## config.mk

```make
export PLATFORM = sky130hd
export DESIGN_NAME = request_match_filter
export DESIGN_NICKNAME = d
export VERILOG_FILES = /design/src/include/request_match_filter_pkg.sv /design/src/hw/request_match_filter.sv /design/src/hw/opcode_compare.sv /design/src/hw/event_counter.sv
export VERILOG_INCLUDE_DIRS = /design/src /design/src/include
export SDC_FILE = /design/constraint.sdc
export NUM_CORES = 1
export LEC_CHECK = 0
export BUFFER_PORTS_ARGS = -buffer_cell sky130_fd_sc_hd__buf_2
export CAP_MARGIN = 5
export CELL_PAD_IN_SITES_DETAIL_PLACEMENT = 1
export CELL_PAD_IN_SITES_GLOBAL_PLACEMENT = 1
export CORE_MARGIN = 5
export CORE_UTILIZATION = 39
export DETAILED_ROUTE_END_ITERATION = 8
export PLACE_DENSITY = 0.82
export SLEW_MARGIN = 20
export SYNTH_ARGS = -nofsm -noshare
export SYNTH_HDL_FRONTEND = slang
export SYNTH_SLANG_ARGS = --single-unit
```

## constraint.sdc

```tcl
create_clock -name clk_i -period 2.3 [get_ports clk_i]
set_clock_uncertainty 0.05 [all_clocks]
set_input_delay 0.46 -clock clk_i [delete_from_list [all_inputs] [get_ports clk_i]]
set_output_delay 0.46 -clock clk_i [all_outputs]
set_load 0.01 [all_outputs]
```

## src/include/request_match_filter_defs.svh

```systemverilog
`ifndef REQUEST_MATCH_FILTER_DEFS_SVH
`define REQUEST_MATCH_FILTER_DEFS_SVH

// register byte addresses on the wishbone slave
`define RMF_FILTER_ADDR 8'h00
`define RMF_STATE_THREAD_ADDR 8'h04
`define RMF_INSERT_COUNT_ADDR 8'h08
`define RMF_OCCUPANCY_COUNT_ADDR 8'h0C
`define RMF_COUNT_CLEAR_ADDR 8'h10
`define RMF_SLICE_ID_ADDR 8'h14

// request match filter field positions
`define RMF_ISOC_BIT 31
`define RMF_NONCOH_BIT 30
`define RMF_OPC_B_HI 28
`define RMF_OPC_B_LO 19
`define RMF_OPC_A_HI 18
`define RMF_OPC_A_LO 9
`define RMF_FAR_MEM_BIT 5
`define RMF_NEAR_MEM_BIT 4
`define RMF_ALL_OPC_BIT 3
`define RMF_LOCAL_BIT 1
`define RMF_REMOTE_BIT 0

// writable bits and reset value of the request match filter
`define RMF_FILTER_MASK 32'hDFFF_FE3B
`define RMF_FILTER_RESET 32'h0000_003B
// upper two opcode bits are forced to binary 11 for the compare; the register keeps what was written
`define RMF_OPC_TOP 2'h3

// state/thread filter: only bits 26:17 and 8:0 are kept
`define RMF_STATE_THREAD_MASK 32'h07FE_01FF
`define RMF_STATE_THREAD_RESET 32'h0000_0000

`endif

```

## src/include/request_match_filter_pkg.sv

```systemverilog
package request_match_filter_pkg;
  // node target of a queued request
  typedef enum logic {
    target_local,
    target_remote
  } target_type;

  // bus slave phase
  typedef enum logic {
    bus_idle,
    bus_ack
  } bus_state_type;
endpackage : request_match_filter_pkg

```

## src/hw/request_match_filter.sv

```systemverilog
// Implementation choices: the register addresses and the Wishbone interface to the registers.
`timescale 1ns/10ps
`include "request_match_filter_defs.svh"
// What this block does
// bit 31 set lets isochronous requests pass the filter
// bit 30 set lets non-coherent requests pass the filter
// two 10-bit opcode keys, bits 28:19 and 18:9, top bits 11, reset 0
// bit 3, reset 1, disables opcode compare so all opcodes match
// bit 5 passes far-memory requests, bit 4 near-memory, both reset 1
// bit 1, reset 1, passes requests to the local node
// bit 0, reset 1, passes requests to a remote node
// software writes 0x0000003B to turn filtering off; with that value this block still drops isochronous and non-coherent requests
// software writes low byte 0x33 when using opcode keys
// each slice keeps its own counters; software sums slices
// events counted per slice; attribution only via thread filter
// software applies one filter criterion at a time
// reserved bits 29, 8:6 and 2 read zero, writes ignored
module request_match_filter
  import request_match_filter_pkg::*;
#(
  parameter int OPC_WIDTH = 10,
  parameter int COUNT_WIDTH = 48,
  parameter int OCC_WIDTH = 5,
  parameter logic [31:0] SLICE_ID = 32'h0000_0001 // arbitrary value
) (
  input wire logic clk_i,
  input wire logic rst_i,
  // classic wishbone slave
  input wire logic cyc_i,
  input wire logic stb_i,
  input wire logic we_i,
  input wire logic [7:0] adr_i,
  input wire logic [3:0] sel_i,
  input wire logic [31:0] dat_i,
  output logic [31:0] dat_o,
  output logic ack_o,
  // request table insert, one per cycle at most
  input wire logic insert_valid_i,
  input wire logic [OPC_WIDTH-1:0] insert_opcode_i,
  input wire logic insert_isoc_i,
  input wire logic insert_noncoh_i,
  input wire logic insert_near_mem_i,
  input wire logic insert_remote_i,
  // occupancy: count of matching entries this cycle, supplied per class
  input wire logic [OCC_WIDTH-1:0] occupancy_i,
  input wire logic [OPC_WIDTH-1:0] occ_opcode_i,
  input wire logic occ_isoc_i,
  input wire logic occ_noncoh_i,
  input wire logic occ_near_mem_i,
  input wire logic occ_remote_i,
  // filter decisions, registered
  output logic insert_match_o,
  output logic [OCC_WIDTH-1:0] occupancy_match_o,
  output logic [31:0] thread_filter_o
);
  localparam int KEY_W = OPC_WIDTH - 2;

  bus_state_type bus_q;
  bus_state_type bus_d;
  logic [31:0] filter_q;
  logic [31:0] filter_d;
  logic [31:0] thread_q;
  logic [31:0] thread_d;
  logic [31:0] rdata_q;
  logic [31:0] rdata_d;
  logic clear_q;
  logic clear_d;
  logic ins_match_q;
  logic ins_match_d;
  logic [OCC_WIDTH-1:0] occ_match_q;
  logic [OCC_WIDTH-1:0] occ_match_d;
  logic ins_hit_a;
  logic ins_hit_b;
  logic occ_hit_a;
  logic occ_hit_b;
  logic [COUNT_WIDTH-1:0] ins_count;
  logic [COUNT_WIDTH-1:0] occ_count;
  logic bus_req;
  logic [KEY_W-1:0] key_a;
  logic [KEY_W-1:0] key_b;

  // merge byte lanes of a write under a mask of writable bits
  function automatic logic [31:0] lane_write(
    input logic [31:0] old_v,
    input logic [31:0] new_v,
    input logic [3:0] sel,
    input logic [31:0] mask
  );
    logic [31:0] res;
    res = old_v;
    for (int i = 0; i < 4; i++) begin
      if (sel[i]) begin
        res[i*8 +: 8] = new_v[i*8 +: 8];
      end
    end
    return res & mask;
  endfunction : lane_write

  // decide whether a request with these attributes passes the filter
  function automatic logic passes(
    input logic [31:0] f,
    input logic hit_a,
    input logic hit_b,
    input logic isoc,
    input logic noncoh,
    input logic near_mem,
    input logic remote
  );
    logic opc_ok;
    logic mem_ok;
    logic node_ok;
    logic attr_ok;
    opc_ok = f[`RMF_ALL_OPC_BIT] | hit_a | hit_b;
    mem_ok = near_mem ? f[`RMF_NEAR_MEM_BIT] : f[`RMF_FAR_MEM_BIT];
    node_ok = remote ? f[`RMF_REMOTE_BIT] : f[`RMF_LOCAL_BIT];
    // plain requests always pass; flagged ones need their enable
    attr_ok = (!isoc | f[`RMF_ISOC_BIT])
      & (!noncoh | f[`RMF_NONCOH_BIT]);
    return opc_ok & mem_ok & node_ok & attr_ok;
  endfunction : passes

  assign key_a = filter_q[`RMF_OPC_A_LO +: KEY_W];
  assign key_b = filter_q[`RMF_OPC_B_LO +: KEY_W];
  assign bus_req = cyc_i & stb_i & (bus_q == bus_idle);

  // insert and occupancy paths each have their own pair of comparators; only the keys are shared
  opcode_compare #(.WIDTH(OPC_WIDTH)) u_ins_a (
    .key_i(key_a),
    .opcode_i(insert_opcode_i),
    .hit_o(ins_hit_a)
  );
  opcode_compare #(.WIDTH(OPC_WIDTH)) u_ins_b (
    .key_i(key_b),
    .opcode_i(insert_opcode_i),
    .hit_o(ins_hit_b)
  );
  opcode_compare #(.WIDTH(OPC_WIDTH)) u_occ_a (
    .key_i(key_a),
    .opcode_i(occ_opcode_i),
    .hit_o(occ_hit_a)
  );
  opcode_compare #(.WIDTH(OPC_WIDTH)) u_occ_b (
    .key_i(key_b),
    .opcode_i(occ_opcode_i),
    .hit_o(occ_hit_b)
  );

  // filter decisions, one cycle behind the request
  always_comb begin
    ins_match_d = insert_valid_i & passes(filter_q, ins_hit_a, ins_hit_b,
      insert_isoc_i, insert_noncoh_i, insert_near_mem_i, insert_remote_i);
    occ_match_d = passes(filter_q, occ_hit_a, occ_hit_b, occ_isoc_i,
      occ_noncoh_i, occ_near_mem_i, occ_remote_i) ? occupancy_i : '0;
  end

  always_ff @(posedge clk_i) begin
    if (rst_i) begin
      ins_match_q <= 1'b0;
      occ_match_q <= '0;
    end else begin
      ins_match_q <= ins_match_d;
      occ_match_q <= occ_match_d;
    end
  end

  // this slice's own counters; no cross-slice totals are kept here
  event_counter #(.WIDTH(COUNT_WIDTH), .INC_WIDTH(1)) u_ins_cnt (
    .clk_i(clk_i),
    .rst_i(rst_i),
    .clear_i(clear_q),
    .inc_i(ins_match_q),
    .count_o(ins_count)
  );
  event_counter #(.WIDTH(COUNT_WIDTH), .INC_WIDTH(OCC_WIDTH)) u_occ_cnt (
    .clk_i(clk_i),
    .rst_i(rst_i),
    .clear_i(clear_q),
    .inc_i(occ_match_q),
    .count_o(occ_count)
  );

  // wishbone register file: one-cycle ack, unmapped reads return zero
  always_comb begin
    bus_d = bus_idle;
    filter_d = filter_q;
    thread_d = thread_q;
    rdata_d = rdata_q;
    clear_d = 1'b0;
    if (bus_req) begin
      bus_d = bus_ack;
      rdata_d = 32'h0000_0000;
      if (we_i) begin
        case (adr_i)
          `RMF_FILTER_ADDR: begin
            filter_d = lane_write(filter_q, dat_i, sel_i,
              `RMF_FILTER_MASK);
          end
          `RMF_STATE_THREAD_ADDR: begin
            thread_d = lane_write(thread_q, dat_i, sel_i,
              `RMF_STATE_THREAD_MASK);
          end
          `RMF_COUNT_CLEAR_ADDR: begin
            clear_d = sel_i[0] & dat_i[0];
          end
          default: begin
            clear_d = 1'b0;
          end
        endcase
      end else begin
        case (adr_i)
          `RMF_FILTER_ADDR: rdata_d = filter_q;
          `RMF_STATE_THREAD_ADDR: rdata_d = thread_q;
          `RMF_INSERT_COUNT_ADDR: rdata_d = ins_count[31:0];
          `RMF_OCCUPANCY_COUNT_ADDR: rdata_d = occ_count[31:0];
          `RMF_SLICE_ID_ADDR: rdata_d = SLICE_ID;
          default: rdata_d = 32'h0000_0000;
        endcase
      end
    end
  end

  always_ff @(posedge clk_i) begin
    if (rst_i) begin
      bus_q <= bus_idle;
      filter_q <= `RMF_FILTER_RESET;
      thread_q <= `RMF_STATE_THREAD_RESET;
      rdata_q <= 32'h0000_0000;
      clear_q <= 1'b0;
    end else begin
      bus_q <= bus_d;
      filter_q <= filter_d;
      thread_q <= thread_d;
      rdata_q <= rdata_d;
      clear_q <= clear_d;
    end
  end

  assign ack_o = (bus_q == bus_ack);
  assign dat_o = rdata_q;
  assign insert_match_o = ins_match_q;
  assign occupancy_match_o = occ_match_q;
  assign thread_filter_o = thread_q;

  // reserved bits never hold a one
  reserved_zero_a: assert property (
    @(posedge clk_i) disable iff (rst_i)
    (filter_q & ~`RMF_FILTER_MASK) == 32'h0000_0000)
    else $error("reserved filter bits set");

  // an isochronous insert is dropped when bit 31 is clear
  isoc_block_a: assert property (
    @(posedge clk_i) disable iff (rst_i)
    insert_valid_i && insert_isoc_i && !filter_q[`RMF_ISOC_BIT]
    |=> !insert_match_o)
    else $error("isoc insert passed with bit clear");

  noncoh_block_a: assert property (
    @(posedge clk_i) disable iff (rst_i)
    insert_valid_i && insert_noncoh_i && !filter_q[`RMF_NONCOH_BIT]
    |=> !insert_match_o)
    else $error("non-coherent insert passed with bit clear");

  opcode_miss_a: assert property (
    @(posedge clk_i) disable iff (rst_i)
    insert_valid_i && !filter_q[`RMF_ALL_OPC_BIT]
    && insert_opcode_i != {`RMF_OPC_TOP, key_a}
    && insert_opcode_i != {`RMF_OPC_TOP, key_b}
    |=> !insert_match_o)
    else $error("unmatched opcode passed");

  all_opcodes_a: assert property (
    @(posedge clk_i) disable iff (rst_i)
    insert_valid_i && filter_q[`RMF_ALL_OPC_BIT] && !insert_isoc_i
    && !insert_noncoh_i && insert_near_mem_i
    && filter_q[`RMF_NEAR_MEM_BIT] && !insert_remote_i
    && filter_q[`RMF_LOCAL_BIT] |=> insert_match_o)
    else $error("all-opcode insert dropped");

  far_mem_a: assert property (
    @(posedge clk_i) disable iff (rst_i)
    insert_valid_i && !insert_near_mem_i && !filter_q[`RMF_FAR_MEM_BIT]
    |=> !insert_match_o)
    else $error("far-memory insert passed with bit clear");

  // near-memory inserts need bit 4
  near_mem_a: assert property (
    @(posedge clk_i) disable iff (rst_i)
    insert_valid_i && insert_near_mem_i && !filter_q[`RMF_NEAR_MEM_BIT]
    |=> !insert_match_o)
    else $error("near-memory insert passed with bit clear");

  // occupancy path uses the same filter, so it must drop too
  occ_far_mem_a: assert property (
    @(posedge clk_i) disable iff (rst_i)
    !occ_near_mem_i && !filter_q[`RMF_FAR_MEM_BIT]
    |=> occupancy_match_o == '0)
    else $error("far-memory occupancy passed with bit clear");

  local_node_a: assert property (
    @(posedge clk_i) disable iff (rst_i)
    insert_valid_i && !insert_remote_i && !filter_q[`RMF_LOCAL_BIT]
    |=> !insert_match_o)
    else $error("local insert passed with bit clear");

  remote_node_a: assert property (
    @(posedge clk_i) disable iff (rst_i)
    insert_valid_i && insert_remote_i && !filter_q[`RMF_REMOTE_BIT]
    |=> !insert_match_o)
    else $error("remote insert passed with bit clear");

  insert_count_a: assert property (
    @(posedge clk_i) disable iff (rst_i)
    insert_match_o && !clear_q && !(&ins_count)
    |=> ins_count == $past(ins_count) + 1'b1)
    else $error("insert counter missed a match");

  // a clear wins over any increment in the same cycle
  count_clear_a: assert property (
    @(posedge clk_i) disable iff (rst_i)
    clear_q |=> ins_count == '0 && occ_count == '0)
    else $error("counters not cleared");
endmodule : request_match_filter

```

## src/hw/opcode_compare.sv

```systemverilog
`timescale 1ns/10ps
`include "request_match_filter_defs.svh"
// one opcode comparator; the stored key has its top two bits forced
module opcode_compare
  import request_match_filter_pkg::*;
#(
  parameter int WIDTH = 10
) (
  input wire logic [WIDTH-3:0] key_i,
  input wire logic [WIDTH-1:0] opcode_i,
  output logic hit_o
);
  // top bits of the key are fixed, so only opcodes in that group can hit
  always_comb begin
    hit_o = (opcode_i == {`RMF_OPC_TOP, key_i});
  end
endmodule : opcode_compare

```

## src/hw/event_counter.sv

```systemverilog
`timescale 1ns/10ps
`include "request_match_filter_defs.svh"
// per-slice event counter with saturation and clear
module event_counter
  import request_match_filter_pkg::*;
#(
  parameter int WIDTH = 48,
  parameter int INC_WIDTH = 5
) (
  input wire logic clk_i,
  input wire logic rst_i,
  input wire logic clear_i,
  input wire logic [INC_WIDTH-1:0] inc_i,
  output logic [WIDTH-1:0] count_o
);
  logic [WIDTH-1:0] count_q;
  logic [WIDTH-1:0] count_d;
  logic [WIDTH:0] sum;

  // saturate rather than wrap so a long run never looks small
  always_comb begin
    sum = {1'b0, count_q} + {{(WIDTH + 1 - INC_WIDTH){1'b0}}, inc_i};
    count_d = count_q;
    if (clear_i) begin
      count_d = '0;
    end else if (sum[WIDTH]) begin
      count_d = '1;
    end else begin
      count_d = sum[WIDTH-1:0];
    end
  end

  always_ff @(posedge clk_i) begin
    if (rst_i) begin
      count_q <= '0;
    end else begin
      count_q <= count_d;
    end
  end

  assign count_o = count_q;
endmodule : event_counter

```

### After elaboration in Yosys (flattened, before gate mapping)

Index checks and enable logic that the tools add are counted.

* add/sub/neg operators: 2
* equal/unequal tests: 9
* mux-type cells: 9
* bitwise gates (word level): 25
* reductions and logical operators: 16

Operators with widths (number)
* $pmux W32 S5: 1
* $mux W48: 2
* $add A48 B1 Y49: 1
* $add A48 B5 Y49: 1
* $eq A10 B10 Y1: 4
* $mux W32: 1
* $reduce_and A4 Y1: 8
* $eq A8 B4 Y1 const B: 2
* $eq A8 B5 Y1 const B: 2
* $and A1 B1 Y1: 12
* $eq A8 B3 Y1 const B: 1
* $logic_not A8 Y1: 1
* $or A1 B1 Y1: 8
* $mux W1: 5
* $not A1 Y1: 5
* $logic_not A1 Y1: 4
* $reduce_or A2 Y1: 2
* $reduce_or A4 Y1: 1

* flip-flop bits (word level): 182
* bits of input ports: 83
* output and inout port bits: 71

### Longest topological paths before layout

Gate-level depths: netlist of the first run.

* depth after elaboration: 8
* gate-level depth with buffers: 9

### Modules after synthesis

Synthesis of the first run repeated with hierarchy kept, for this count alone.

* cell total of the unflattened synthesis: 1046
* area, all modules: 9556.7 µm²

Modules (own cells, without submodules)
* request_match_filter: times used 1, cells an instance 434, area each 4090.2 µm², seq. area each 1721.7 µm²
* event_counter at u_occ_cnt: times used 1, cells an instance 267, area each 2611.3 µm², seq. area each 960.9 µm²
* event_counter at u_ins_cnt: times used 1, cells an instance 281, area each 2364.8 µm², seq. area each 960.9 µm²
* opcode_compare: times used 4, cells an instance 16, area each 122.6 µm², seq. area each 0.0 µm²

### Least setup slack after synthesis of the first run

No wires, ideal clock.

* kind: flip-flop to flip-flop
* start: reg ins_match_q (netlist: insert_match_o)
* end: reg u_ins_cnt.count_q[44] (netlist: u_ins_cnt.count_o[44])
* library setup time: 91 ps
* arrival: 2254 ps
* required time: 2159 ps
* slack: -95 ps
* cell stages (with the launch flop): 9
* path buffers: 0
* clock period less this slack: 2395 ps
* cell sequence: dfxtp_1 > ha_1 > ha_1 > nand3_1 > nor4_2 > nand3_1 > nor3_1 > nor2_1 > a311oi_1

* word-level cells in the longest chain between the ends: 2

Ends and longest elaborated chain
* start: declaration: RTL line request_match_filter.sv:68 `logic ins_match_q;`
* start signal: assignment: RTL line request_match_filter.sv:161 `ins_match_q <= ins_match_d;`
* $add A48 B1 Y49: RTL line event_counter.sv:22 `sum = {1'b0, count_q} + {{(WIDTH + 1 - INC_WIDTH){1'b0}}, inc_i};`
* $mux W48: RTL line event_counter.sv:26 `end else if (sum[WIDTH]) begin`
* end signal: assignment: RTL line event_counter.sv:37 `count_q <= count_d;`
* end: declaration: RTL line event_counter.sv:16 `logic [WIDTH-1:0] count_q;`

Every way passes these cells.
A chain may end at the register's enable or synchronous reset.

### Worst setup path after layout of the first run

* start: reg occ_match_q[0] (netlist: occupancy_match_o[0])
* end: reg u_occ_cnt.count_q[19] (netlist: u_occ_cnt.count_o[19])

* word-level cells in the longest chain between the ends: 2

Ends and longest elaborated chain
* start: declaration: RTL line request_match_filter.sv:70 `logic [OCC_WIDTH-1:0] occ_match_q;`
* start signal: assignment: RTL line request_match_filter.sv:162 `occ_match_q <= occ_match_d;`
* $add A48 B5 Y49: RTL line event_counter.sv:22
* $mux W48: RTL line event_counter.sv:26
* end signal: assignment: RTL line event_counter.sv:37
* end: declaration: RTL line event_counter.sv:16

Every way passes these cells.

==> run_results.csv, run 1 <==
group,metric,value,unit
route,ant_nets,0,
cts,clock-sinks,182,
placement,routabilityCongestion,0.917,
logic_synthesis,ys_types,62,
sta,timing.final.crit_share,101,%
min_path,hold_class,"input port to register",
sta,fin_tns_setup,-120,ps
finish,stdcell_count,1466,
setup_path,startpoint_type,"register",
setup_path,crit_chain,"ha_4, fa_2, a21oi_2, o22a_2, or3_4, or3_4, buf_12, a21oi_2",
sta,post-route-min-period,2330,ps
route,via_count,8235,
sta,rsz0062_at_grt,"true",
placement,dpl.cell_count,1427,
finish,multi_input_area,5080,µm²
sta,finalHoldViolCount,0,
power,p_per_area,574,nW/µm²
route,drc,0,
logic_synthesis,synth-seq-cells,182,
setup_path,critPathKind,"register to register",
cts,cts_buffers,17,
grt,antenna_found_initial,0,
cts,cts_max_path_buffers,2,
sta,max_slew_margin,65.1,%
finish,antenna_cells,0,
power,vdd_ir_drop_max,0.504,mV
setup_path,r2r-end,"u_occ_cnt.count_o[19]",
power,leakage,4.27,nW
die,core_area,22600,µm²
route,drt_iter0_drc,658,
setup_path,required,2600,ps
min_path,min_path_cells,2,
logic_synthesis,synth_edf_count,0,
finish,drive_gt1_share,32.7,%
flow_run,max_cap_violations,0,
sta,setup_violations,14,
setup_path,crit_path_end_kind,"register",
die,dieArea,26200,µm²
cts,cts_tree,"done",
route,routed_wl,29600,µm
route,routed_via_density,5.62,
logic_synthesis,yosysSeqAreaShare,40.5,%
die,rows,55,
cts,cts-root-buf,"clkbuf_16",
logic_synthesis,synth_ff_type,"dfxtp_1",
logic_synthesis,synthesis.area,8990,µm²
logic_synthesis,avgSynthCellArea,9.34,µm²
die,io_pins,154,
grt,first_global_vias,8408,
setup_path,r2r_cells,8,
die,initial_core_util,39.7,%
die,die_x,162,µm
grt,grt_usage,21.8,%
die,die_y,162,µm
run_status,status,"complete, but fails checks",
setup_path,r2r_setup_slack,-30,ps
route,dr.pass1.iters,5,
setup_path,slowest_stage,"or3_4",
setup_path,cp_max_fo,14,
cts,htree_levels,4,
cts,clkTransAtPathRegs,70,ps
grt,overflow,0,
sta,fmax,430,MHz
grt,grt_pass1_wl,45900,µm
run_status,violations,"negative setup slack",
setup_path,timing.rr.start,"occupancy_match_o[0]",
min_path,min_to,"occupancy_match_o[4]",
sta,drv_slew,0,
setup_path,slowest_delay,470,ps
setup_path,critPathArrivalTime,2630,ps
placement,numPortBuffers,139,
sta,fin_ws,-26.1,ps
finish,nFillCells,2589,
route,wl_per_cell,20.2,µm
grt,grt_start_max_net_pins,66,
finish,area_growth,25.4,%
cts,clk_latency,430,ps
logic_synthesis,ys_warn_count,0,
finish,num-nets-final,1259,
sta,worst_pin_slew,518,ps
logic_synthesis,syn-instance-count,963,
finish,register_area,3650,µm²
logic_synthesis,ys_async_sr_fraction,0,%
placement,dp_hpwl,20800,µm
min_path,hp-start,"occupancy_i[4]",
==> how the worst max path moves through the flow <==
stage                             to  cells after the start                 start
3_3_place_gp   u_occ_cnt.count_o[25]                      8  u_occ_cnt.count_o[0]
6_report       u_occ_cnt.count_o[19]                      8  occupancy_match_o[0]
5_1_grt        u_occ_cnt.count_o[19]                      8  occupancy_match_o[0]
2_1_floorplan  u_occ_cnt.count_o[32]                      9  occupancy_match_o[0]
4_1_cts        u_occ_cnt.count_o[19]                      7  occupancy_match_o[4]
3_5_place_dp   u_occ_cnt.count_o[21]                      8  u_occ_cnt.count_o[0]
==> placed cells by master (no fill, tap or decap), drive strengths merged, types with 2 or more instances in the layout <==
cell	count
a211o	5
a211oi	3
a21oi	116
a22o	14
a22oi	16
a2bb2oi	16
a311oi	6
a31oi	7
and2	8
and3	20
and4	5
and4b	2
buf	233
bufinv	2
clkbuf	20
clkinv	4
clkinvlp	3
conb	13
dfxtp	182
ha	7
inv	28
mux2	17
mux2i	25
mux4	14
nand2	57
nand2b	2
nand3	39
nand4	28
nor2	90
nor2b	2
nor3	19
nor4	15
o211ai	2
o21ai	27
o22ai	3
or2	5
or3	5
or4	4
xnor2	76
xor2	32
==> Yosys cell counts (all sizes together), types with 2 or more instances <==
master   instances  share of area, %
a211o            5              0.49
a211oi           3              0.25
a21oi          116               8.3
a22o            14               1.4
a22oi           16               1.3
a2bb2oi         16               1.6
a311oi           6              0.58
a31oi            7              0.49
and2             8              0.56
and3            20               1.4
and4             5              0.50
and4b            2              0.22
buf             24               2.4
clkbuf          35               1.8
dfxtp          182                41
ha               7              0.97
inv             24               1.0
mux2            17               2.1
mux2i           25               2.8
mux4            14               3.5
nand2           57               2.4
nand2b           2              0.14
nand3           39               2.2
nand4           28               2.2
nor2            90               3.8
nor2b            2              0.14
nor3            19               1.1
nor4            15               1.2
o211ai           2              0.17
o21ai           27               1.5
o22ai            3              0.21
or2              5              0.35
or3              5              0.46
or4              4              0.35
xnor2           76               7.4
xor2            32               3.1
==> worst max-delay path: cells and delay by family, from the launching register on <==
family,cells,cell delay (ps)
AO/OA/AOI/OAI,3,410
adder cells (fa/ha/maj),2,360
buffers and inverters,1,200
flip-flops,1,360
AND/OR/NAND/NOR,2,870
==> layout make-up <==
type,count,share of cell area [%]
clock inverters,13,1.29
repair buffers,234,13.4
inverters,24,0.799
clock buffers,19,3.93
multi-input cells,709,45.0
flip-flops and latches,182,32.4
well taps,285,3.16
==> where the power goes <==
part / internal [mW] / switching (mW)
registers: 3.16 / 0.00729
logic: 0.143 / 0.210
clock network: 1.64 / 1.31
total: 4.94 / 1.53
==> layer usage <==
layer | GRT usage [%] | part of all wire (%) | up-vias
met4 | 4.96 | 1.6 | 0
met5 | 0 | 0 | -
met2 | 38.6 | 50 | 238
met3 | 3.96 | 4.8 | 38
li1 | - | - | 3844
met1 | 27.6 | 43 | 4115
==> per-stage QoR <==
step | total power [mW] | hold WS [ps] | utilization, % | setup slack, ps | instance area, µm²
5_1_grt | 6.69 | 156 | 49.8 | -93.3 | 11300
4_1_cts | 6.50 | 159 | 49.2 | 7.37 | 11100
3_5_place_dp | 3.58 | 402 | 46.3 | -142 | 10500
3_3_place_gp | 3.57 | 392 | 46.3 | -87.1 | 10500
6_report | 6.47 | 171 | 49.8 | -26.1 | 11300
2_1_floorplan | 3.44 | 379 | - | 5.21 | 9090
==> flip-flops by register name, summed over array words and instances, names as in the netlist <==
name	cells
u_ins_cnt.count_o	48
u_occ_cnt.count_o	48
dat_o	32
filter_q	27
thread_filter_o	19
occupancy_match_o	5
ack_o	1
clear_q	1
insert_match_o	1
==> cell families (layout without fill, tap and decap cells) <==
kind of cell | after synthesis | after routing | share of synthesized area (%)
simple gates | 303 | 303 | 17.1
buf+inv | 84 | 290 | 5.36
fa+ha+maj | 8 | 8 | 1.20
xor+xnor | 108 | 108 | 10.5
other cells | 1 | 13 | 0.0417
flops | 182 | 182 | 40.5
mux | 56 | 56 | 8.42
compound gates | 221 | 221 | 16.8
==> timing repair <==
action / in CTS / in global routing
pin swaps: 3 / 7
setup endpoints to repair: 55 / 50
buffers inserted: 2 / 3
cloned: 1 / 1
gates resized for setup: 9 / 19
hold buffers: 0 / 0
Power figures use the tool's default switching activity.
==> inputs of run 2 (changes only) <==
- SKIP_CTS_REPAIR_TIMING: default -> 1
==> run_results.csv, run 2 (synthesis results as in run 1) <==
group,metric,value,unit
power,leakage,4.29,nW
sta,finalHoldViolCount,0,
die,dieArea,26200,µm²
power,p_per_area,574,nW/µm²
setup_path,crit_chain,"ha_4, fa_2, a21oi_2, o22a_2, or3_4, or3_4, clkbuf_16, a21oi_2",
finish,final_util,49.9,%
sta,rsz0062_at_grt,"true",
sta,setup_violations,10,
flow_run,max_cap_violations,0,
grt,busiest_layer,"met2",
setup_path,crit_path_end_kind,"register",
die,die_y,162,µm
min_path,hold_class,"input port to register",
min_path,min_to,"occupancy_match_o[4]",
grt,gr-usage-met3,4.03,%
min_path,min_path_cells,2,
die,rows,55,
route,routed_wl,30600,µm
sta,drv_slew,0,
finish,area_growth,25.5,%
setup_path,cpLargestDelayFamily,"simple AND/OR/NAND/NOR gates",
setup_path,cp_max_fo,7,
finish,num-nets-final,1262,
grt,antenna_found_initial,1,
route,dr.pass1.iters,5,
finish,mostFrequentLayoutCells,"dfxtp_1 (180), buf_2 (139), nor2_1 (88), buf_4 (88), xnor2_1 (76)",
setup_path,slowest_stage,"or3_4",
grt,grt_pass1_wl,45100,µm
setup_path,timing.rr.start,"occupancy_match_o[0]",
sta,fmax,428,MHz
finish,drive_gt1_share,32.3,%
route,ant_nets,0,
setup_path,critPathArrivalTime,2650,ps
cts,clk_latency,430,ps
setup_path,r2r_setup_slack,-40,ps
placement,dpl.cell_count,1427,
cts,htree_levels,4,
cts,cts_max_path_buffers,2,
setup_path,required,2610,ps
grt,grt_use_met2,37.4,%
route,drc,0,
setup_path,crit_buf_inv,1,
run_status,violations,"negative setup slack",
grt,first_global_vias,8352,
route,via_count,8333,
sta,fin_ws,-37.5,ps
run_status,status,"complete, but fails checks",
finish,stdcell_count,1469,
placement,routabilityCongestion,0.917,
placement,dp_hpwl,20800,µm
grt,overflow,0,
route,routed_via_density,5.67,
placement,numPortBuffers,139,
setup_path,r2r-end,"u_occ_cnt.count_o[28]",
grt,grtUsageMet1,27.2,%
die,die_x,162,µm
sta,worst_pin_slew,562,ps
setup_path,slowest_delay,480,ps
sta,timing.final.crit_share,102,%
cts,clock-sinks,182,
finish,antenna_cells,0,
cts,cts-root-buf,"clkbuf_16",
cts,cts_tree,"done",
cts,cts_buffers,17,
setup_path,r2r_cells,8,
sta,post-route-min-period,2340,ps
grt,grt_usage,21.3,%
power,total_power,6.48,mW
finish,final_common_cell,"dfxtp_1",
grt,grt_start_max_net_pins,66,
cts,clkTransAtPathRegs,70,ps
die,core_area,22600,µm²
min_path,hp-start,"occupancy_i[4]",
route,wl_per_cell,20.9,µm
route,drt_iter0_drc,650,
power,vdd_ir_drop_max,0.482,mV
die,initial_core_util,39.7,%
sta,max_slew_margin,62.1,%
setup_path,critPathKind,"register to register",
die,io_pins,154,
setup_path,startpoint_type,"register",
run 2: changes by cell type in the layout (fill, tap and decap cells not counted), sizes merged:
cell / delta
buf: +1
clkbuf: +2
run 2: area by class of cell:
type,instances,area [µm²]
Tap cell,285,357
Clock buffer,19,443
Sequential cell,182,3650
Fill cell,2584,11400
Multi-Input combinational cell,709,5050
Clock inverter,13,145
Timing Repair Buffer,237,1550
Inverter,24,90.1
run 2: worst max-delay path by stage:
| stage | slack [ps] | depth (start not counted) | startpoint | to |
|---|---|---|---|---|
| after floorplan | 5 | 9 | occupancy_match_o[0] | u_occ_cnt.count_o[32] |
| final | -40 | 8 | occupancy_match_o[0] | u_occ_cnt.count_o[28] |
| after global placement | -90 | 8 | u_occ_cnt.count_o[0] | u_occ_cnt.count_o[25] |
| after global routing | -160 | 9 | occupancy_match_o[1] | u_occ_cnt.count_o[35] |
| after detailed placement | -140 | 8 | u_occ_cnt.count_o[0] | u_occ_cnt.count_o[21] |
| after CTS | -210 | 9 | insert_match_o | u_ins_cnt.count_o[26] |
run 2: per-stage QoR:
stage	hold slack, ps	TNS, ps	area [µm²]	setup WS [ps]
after floorplan	379	0	9090	5.21
after global placement	392	-3030	10500	-87.1
after detailed placement	402	-4610	10500	-142
after CTS	159	-6680	11100	-208
after global routing	154	-3500	11300	-159
final	171	-110	11300	-37.5
run 2: routing by layer:
layer | vias to the layer above | wire length, µm
li1 | 3840 | -
met1 | 4149 | 12800
met2 | 294 | 15300
met3 | 50 | 1870
met4 | 0 | 733
met5 | - | 0
run 2: power breakdown:
group	total [mW]	leakage, nW	switching [mW]	internal, mW
combinational	0.354	2.54	0.211	0.143
clock	2.97	0.281	1.32	1.64
sequential	3.16	1.47	0.00712	3.16
total	6.48	4.29	1.54	4.94
run 2: worst register-to-register path, stage by stage, from the launching register on:
cell	delay [ps]
dfxtp_4	360
ha_4	140
fa_2	220
a21oi_2	70
o22a_2	200
or3_4	390
or3_4	480
clkbuf_16	210
a21oi_2	140
